--- config.mk ---
export PLATFORM = sky130hd
export DESIGN_NAME = ccb_calibration_bank
export DESIGN_NICKNAME = d
export VERILOG_FILES = /design/src/ccb_pkg.sv /design/src/ccb_calibration_bank.sv
export SDC_FILE = /design/constraint.sdc
export NUM_CORES = 1
export LEC_CHECK = 0
export ABC_AREA = 1
export BUFFER_PORTS_ARGS = -buffer_cell sky130_fd_sc_hd__buf_2
export CORE_UTILIZATION = 30
export CTS_CLUSTER_SIZE = 28
export DETAILED_ROUTE_END_ITERATION = 16
export GPL_ROUTABILITY_DRIVEN = 0
export PLACE_DENSITY = 0.45
export SYNTH_ARGS = -nofsm -noshare
export SYNTH_HDL_FRONTEND = slang
export SYNTH_SLANG_ARGS = --single-unit
--- constraint.sdc ---
create_clock -name core_clk -period 5.68 [get_ports core_clk]
set_clock_uncertainty 0.1 [all_clocks]
set_input_delay 1.136 -clock core_clk [delete_from_list [all_inputs] [get_ports core_clk]]
set_output_delay 1.136 -clock core_clk [all_outputs]
set_load 0.005 [all_outputs]
--- src/ccb_pkg.sv ---
`default_nettype none
package ccb_pkg;

  // ----------------------------------------------------------------
  // page layout
  // ----------------------------------------------------------------
  localparam int unsigned ADDR_W         = 8;
  localparam int unsigned CAL_FIRST      = 56;   // first calibration byte
  localparam int unsigned CAL_BYTES      = 36;   // bytes 56..91
  localparam int unsigned RSVD_FIRST     = 92;   // reserved 92..94
  localparam int unsigned RSVD_LAST      = 94;
  localparam logic [7:0]  CHECKSUM_ADDR  = 8'h5F;

  // register offsets (byte addresses on the page)
  localparam logic [7:0] RX_POWER_COEFF_ORDER4_OFS  = 8'h38;
  localparam logic [7:0] RX_POWER_COEFF_ORDER3_OFS  = 8'h3C;
  localparam logic [7:0] RX_POWER_COEFF_ORDER2_OFS  = 8'h40;
  localparam logic [7:0] RX_POWER_COEFF_ORDER1_OFS  = 8'h44;
  localparam logic [7:0] RX_POWER_COEFF_ORDER0_OFS  = 8'h48;
  localparam logic [7:0] BIAS_CURRENT_SLOPE_OFS     = 8'h4C;
  localparam logic [7:0] BIAS_CURRENT_OFFSET_OFS    = 8'h4E;
  localparam logic [7:0] TX_OUTPUT_POWER_SLOPE_OFS  = 8'h50;
  localparam logic [7:0] TX_OUTPUT_POWER_OFFSET_OFS = 8'h52;
  localparam logic [7:0] TEMPERATURE_SLOPE_OFS      = 8'h54;
  localparam logic [7:0] TEMPERATURE_OFFSET_OFS     = 8'h56;
  localparam logic [7:0] SUPPLY_VOLTAGE_SLOPE_OFS   = 8'h58;
  localparam logic [7:0] SUPPLY_VOLTAGE_OFFSET_OFS  = 8'h5A;
  localparam logic [7:0] RESERVED_GAP_OFS           = 8'h5C;

  // ----------------------------------------------------------------
  // field layout of a float coefficient
  // ----------------------------------------------------------------
  localparam int unsigned FLOAT_SIGN_BIT  = 31;
  localparam int unsigned FLOAT_EXP_MSB   = 30;
  localparam int unsigned FLOAT_EXP_LSB   = 23;
  localparam int unsigned FLOAT_MANT_MSB  = 22;

  // ----------------------------------------------------------------
  // reset values: internally calibrated device
  // ----------------------------------------------------------------
  localparam logic [31:0] FLOAT_ZERO   = 32'h0000_0000;
  localparam logic [31:0] FLOAT_ONE    = 32'h3F80_0000;  // sign 0, exp 127, mant 0
  localparam logic [15:0] SLOPE_ONE    = 16'h0100;       // 8.8 fixed point 1.0
  localparam logic [15:0] OFFSET_ZERO  = 16'h0000;
  localparam logic [7:0]  RSVD_VALUE   = 8'h00;

  // whole image, byte 56 in the top bits, each value MSB first
  localparam logic [CAL_BYTES*8-1:0] CAL_RESET_IMAGE = {
    FLOAT_ZERO, FLOAT_ZERO, FLOAT_ZERO, FLOAT_ONE, FLOAT_ZERO,
    SLOPE_ONE, OFFSET_ZERO, SLOPE_ONE, OFFSET_ZERO,
    SLOPE_ONE, OFFSET_ZERO, SLOPE_ONE, OFFSET_ZERO};

endpackage
`default_nettype wire

--- src/ccb_calibration_bank.sv ---
// Function
// - each receive-power coefficient is four bytes at rising addresses, MSB in bit 7 of the lowest.
// - internally calibrated, order 1 coefficient reads 1.0 and orders 0, 2, 3, 4 read zero.
// - each slope is unsigned 8.8 fixed point, integer byte above, fraction in 1/256 steps.
// - every two-byte slope and offset is stored MSB first, bit 7 of the lower address on top.
// - internally calibrated, the four slopes read 1.0.
// - each offset is 16-bit two's complement in the unit of its measurement.
// - internally calibrated, the four offsets read zero.
// - the checksum byte is the low eight bits of the sum of page bytes 0 to 94.
// - a float coefficient is sign in bit 31, exponent in 30..23, mantissa in 22..0.
`timescale 1ns/100ps
`default_nettype none

module ccb_calibration_bank #(
  parameter logic [ccb_pkg::CAL_BYTES*8-1:0] RESET_IMAGE = ccb_pkg::CAL_RESET_IMAGE
) (
  input  wire logic       core_clk,
  input  wire logic       rst_n,
  input  wire logic       clk_en,
  input  wire logic       rd_en,
  input  wire logic [7:0] rd_addr,
  output var  logic [7:0] rd_data,
  output var  logic       rd_valid,
  output var  logic       rd_hit,
  input  wire logic       prog_en,
  input  wire logic [7:0] prog_addr,
  input  wire logic [7:0] prog_data,
  input  wire logic [7:0] lower_page_sum,
  output var  logic [7:0] checksum
);

  // ----------------------------------------------------------------
  // address decode
  // ----------------------------------------------------------------
  localparam logic [7:0] CAL_LO   = 8'(ccb_pkg::CAL_FIRST);
  localparam logic [7:0] CAL_HI   = 8'(ccb_pkg::CAL_FIRST + ccb_pkg::CAL_BYTES - 1);
  localparam logic [7:0] RSVD_LO  = 8'(ccb_pkg::RSVD_FIRST);
  localparam logic [7:0] RSVD_HI  = 8'(ccb_pkg::RSVD_LAST);

  logic [7:0] cal_mem_reg [ccb_pkg::CAL_BYTES];
  logic [7:0] checksum_reg;
  logic [7:0] checksum_next;
  logic [7:0] rd_data_reg;
  logic [7:0] rd_data_next;
  logic       rd_valid_reg;
  logic       rd_hit_reg;

  wire        rd_in_cal;
  wire        rd_in_rsvd;
  wire        rd_is_sum;
  wire        rd_mapped;
  wire        prog_in_cal;
  wire [7:0]  rd_index;
  wire [7:0]  prog_index;

  // windows of the page that this bank answers for
  assign rd_in_cal   = (rd_addr >= CAL_LO) && (rd_addr <= CAL_HI);
  assign rd_in_rsvd  = (rd_addr >= RSVD_LO) && (rd_addr <= RSVD_HI);
  assign rd_is_sum   = (rd_addr == ccb_pkg::CHECKSUM_ADDR);
  assign rd_mapped   = rd_in_cal || rd_in_rsvd || rd_is_sum;
  assign prog_in_cal = (prog_addr >= CAL_LO) && (prog_addr <= CAL_HI);
  assign rd_index    = rd_addr - CAL_LO;
  assign prog_index  = prog_addr - CAL_LO;

  // ----------------------------------------------------------------
  // calibration storage
  // ----------------------------------------------------------------
  // reset loads the internally calibrated image; byte 0 of the array is
  // page byte 56 and holds the top byte of the order 4 coefficient
  always_ff @(posedge core_clk or negedge rst_n) begin
    if (!rst_n) begin
      for (int i = 0; i < ccb_pkg::CAL_BYTES; i++) begin
        cal_mem_reg[i] <= RESET_IMAGE[ccb_pkg::CAL_BYTES*8-1-8*i -: 8];
      end
    end else if (clk_en && prog_en && prog_in_cal) begin
      // factory writes only; reserved and checksum bytes are not writable
      cal_mem_reg[prog_index[5:0]] <= prog_data;
    end
  end

  // ----------------------------------------------------------------
  // checksum
  // ----------------------------------------------------------------
  // bytes 0..55 come in pre-summed from the threshold table; reserved
  // bytes are zero so they add nothing. kept in hardware so a factory
  // rewrite can never leave a stale checksum behind
  always_comb begin
    checksum_next = lower_page_sum;
    for (int i = 0; i < ccb_pkg::CAL_BYTES; i++) begin
      checksum_next = 8'(checksum_next + cal_mem_reg[i]);
    end
    checksum_next = 8'(checksum_next + 3 * ccb_pkg::RSVD_VALUE);
  end

  always_ff @(posedge core_clk or negedge rst_n) begin
    if (!rst_n) begin
      checksum_reg <= 8'h00;
    end else if (clk_en) begin
      checksum_reg <= checksum_next;
    end
  end

  // ----------------------------------------------------------------
  // read port
  // ----------------------------------------------------------------
  // byte lanes leave exactly as stored, so floats keep sign and exponent
  // in the first two bytes and fixed-point values keep integer byte first
  always_comb begin
    rd_data_next = 8'h00;
    if (rd_in_cal) begin
      rd_data_next = cal_mem_reg[rd_index[5:0]];
    end else if (rd_in_rsvd) begin
      rd_data_next = ccb_pkg::RSVD_VALUE;
    end else if (rd_is_sum) begin
      rd_data_next = checksum_reg;
    end
  end

  // one-cycle read latency; unmapped addresses answer zero with hit low
  always_ff @(posedge core_clk or negedge rst_n) begin
    if (!rst_n) begin
      rd_data_reg  <= 8'h00;
      rd_valid_reg <= 1'b0;
      rd_hit_reg   <= 1'b0;
    end else if (clk_en) begin
      rd_valid_reg <= rd_en;
      if (rd_en) begin
        rd_data_reg <= rd_data_next;
        rd_hit_reg  <= rd_mapped;
      end
    end
  end

  assign rd_data  = rd_data_reg;
  assign rd_valid = rd_valid_reg;
  assign rd_hit   = rd_hit_reg;
  assign checksum = checksum_reg;

endmodule
`default_nettype wire

==> results.yml <==
outcome:
  outcome: "complete, but fails checks"
  failed_checks: "setup timing"
worst_setup_path:
  crit_family: "adder cells"
  startpoint_type: "primary input"
  path_cells: "buf_2, fa_1, fa_2, fa_1, inv_1, fa_1, fa_1, fa_1, fa_1, fa_1, inv_1, ha_4, a21oi_1, nand2_2, a31oi_4, nand3_1, nand2_2, inv_1, nand2_2, nand3_2, nand2_1, nand2_1, nand3_1, nand2_1"
  worst-path-buf-inv: 4
  crit-reg2reg-capture: "checksum[7]$_DFFE_PN0P_"
  slowest_delay_ns: 0.54
  crit_path_top_delay_cell: "fa_1"
  cp_num_cells: 24
  crit_type: "in -> reg"
  worst-r2r-setup-slack_ns: -0.58
  cp-startpoint: "lower_page_sum[6]"
  reg2regPathDepth: 27
  worstPathArrival_ns: 6.65
  worstSetupEndpointType: "flop"
  reg2reg_from: "cal_mem_reg[189]$_DFFE_PN1P_"
  critical_path_required_ns: 6.04
  crit_path_end: "checksum[7]$_DFFE_PN0P_"
  critPathMaxFanout: 3
  crit_path_frequent_cell: "fa_1"
clock_tree:
  clk_root_buffer_cell: "clkbuf_16"
  insertion_delay_ns: 0.59
  cts_buffer_depth: 3
  cts.sinks: 306
  numCtsBuffers: 40
  htreeDepth: 2
  postCtsHoldBufs: 0
  cts.clk_slew.worst_paths_ns: 0.06
  cts_tree: "yes"
logic_synthesis:
  synthesis.nets: 2531
  yosysWarnings: 0
  yosys_register_bits: 306
  yosysSeqAreaShare: 0.378
  async_flop_share: 1.00
  synth_cell_types: 40
  synth_ff_type: "dfrtp_1"
  synth_edf_count: 0
  syn_area_um2: 20300
  synth.avg_cell_area_um2: 9.01
  netlist_instances: 2253
cells_and_area:
  layout_commonest_cell: "nand2_1"
  layout-area-overhead-vs-synth_pct: 21.3
  final_cell_mix: "482 x nand2_1, 370 x o21ai_0, 313 x inv_1"
  largest_register_ffs: 288
  nets: 2783
  finalInstanceArea_um2: 24600
  drive_above_1_share: 0.186
job:
  drv_cap: 0
drt:
  vias_per_cell: 4.83
  routedWlPerCell_um: 20.7
  antenna_left: 0
  drc: 0
  drt_pass1_iterations: 6
  drtIter0Drc: 1241
  vias: 16422
  routed_wl_um: 70300
power:
  powerDensity_nw_per_um2: 303
  p_leak_nw: 11.3
  ir_worst_vdd_v: 0.000321
global_routing:
  grt_pass1_wl_um: 108000
  antenna_found_initial: 3
  globalRouteTotalUtil: 0.212
  grt_max_degree: 124
  grt_pass1_vias: 16949
  grt_remaining_overflow: 0
timing:
  rsz0062_at_grt: "yes"
  period_minus_slack_ns: 6.29
  hold_slack_ns: 0.385
  setup_ws_ns: -0.608
  finalCritPeriodShare: 1.11
  fmax_mhz: 159
  slew_violations: 0
  relSlewSlack: 0.219
  setup_viol: 5
  tightest_slew_ns: 1.16
  hold_viol: 0
place:
  place_area_um2: 23200
  dp_hpwl_um: 50500
  port_buffers: 54
die:
  fp.dieArea_um2: 68700
  core_area_um2: 66300
  num_rows: 94
  start_util: 0.306
  io_pins: 55
  die_w_um: 262
  die_h_um: 262
min_path:
  hp-start: "cal_mem_reg[197]$_DFFE_PN0P_"
  hold_path.class: "reg -> reg"
  holdPathStages: 2
logic make-up after synthesis:
family | Yosys count | share of synthesized area
and+or+nand+nor | 677 | 0.138
AOI/OAI and AO/OA | 548 | 0.152
adders and majority gates | 241 | 0.227
buffers and inverters | 440 | 0.0872
DFF | 306 | 0.378
xor gates and xnor gates | 41 | 0.0177
routing by layer:
metal  up-vias  wire length, µm  part of all wire  track usage
li1       7723                -                 -            -
met1      8150            32600              0.46        0.299
met2       442            32200              0.46        0.338
met3       107             3510             0.050       0.0278
met4         0             2060             0.029       0.0633
met5         -                0                 0            0
report_power, final:
part | switching, mW | internal (mW) | leakage [nW]
Clock | 1.06 | 1.50 | 0.639
Combinational | 1.45 | 1.08 | 6.52
Sequential | 0.0774 | 2.28 | 4.18
Total | 2.59 | 4.87 | 11.3
stage by stage:
step	power, mW	TNS (ns)	utilization	setup slack, ns	instances
after floorplan	3.85	-2.39	-	-0.743	2253
after global placement	4.74	-4.74	0.350	-1.31	3325
after detailed placement	4.76	-4.63	0.350	-1.23	3325
after CTS	7.50	-1.59	0.371	-0.644	3400
after global routing	7.96	-2.74	0.371	-0.860	3403
final	7.46	-1.54	0.371	-0.608	3403
cell type report:
cell class	instances	area, µm²
clock inverters	13	105
repair buffers	316	2310
flip-flops and latches	306	7670
diodes	3	7.51
multi-input cells	1507	11000
inverters	334	1250
well taps	864	1080
fillers	6870	41700
clock buffers	60	1200
synthesized netlist by cell type, drive strengths merged (2+ instances only):
master,n,area (µm²)
nand2,495,1890
o21ai,407,2100
inv,332,1250
dfrtp,295,7380
fa,213,4260
nor2,81,304
nand3,77,385
clkbuf,68,255
a22oi,57,428
a21oi,41,205
buf,30,180
ha,28,350
o211ai,21,158
xnor2,21,184
xor2,20,175
dfstp,11,289
o2111ai,10,87.6
dlygate4sd3,8,80.1
nor3,7,40.0
nor4,7,108
nand3b,5,37.5
a31oi,4,25.0
o221ai,3,26.3
or2,3,18.8
clkinv,2,7.51
nand4,2,12.5
o22ai,2,12.5
repair_timing:
item	4_1_cts	5_1_grt
gates cloned	0	0
endpoints found under the setup margin	5	5
resized for setup	29	9
pin swaps	22	6
buffers inserted	2	0
worst min-delay path by stage:
stage	to	slack, ns
after floorplan	cal_mem_reg[106]$_DFFE_PN0P_	0.35
after global placement	rd_valid$_DFFE_PN0P_	0.37
after detailed placement	cal_mem_reg[35]$_DFFE_PN0P_	0.37
after CTS	cal_mem_reg[197]$_DFFE_PN0P_	0.39
after global routing	cal_mem_reg[35]$_DFFE_PN0P_	0.41
final	cal_mem_reg[197]$_DFFE_PN0P_	0.38
worst reg2reg max path, cell delays in order (launching register included):
cell and delay [ns]:
dfstp_2 0.53, inv_2 0.03, fa_1 0.47, inv_1 0.06, fa_1 0.55, inv_2 0.05
fa_2 0.56, fa_2 0.46, fa_2 0.60, fa_1 0.44, fa_1 0.47, fa_1 0.54
inv_2 0.05, ha_4 0.21, nand2_2 0.06, inv_2 0.05, nand2_1 0.06, nand2_2 0.06
a31oi_4 0.16, nand3_1 0.11, nand2_2 0.09, inv_1 0.05, nand2_2 0.07, nand3_2 0.08
nand2_1 0.07, nand2_1 0.05, nand3_1 0.07, nand2_1 0.05
Note: power is estimated with default switching activity, not from simulation.
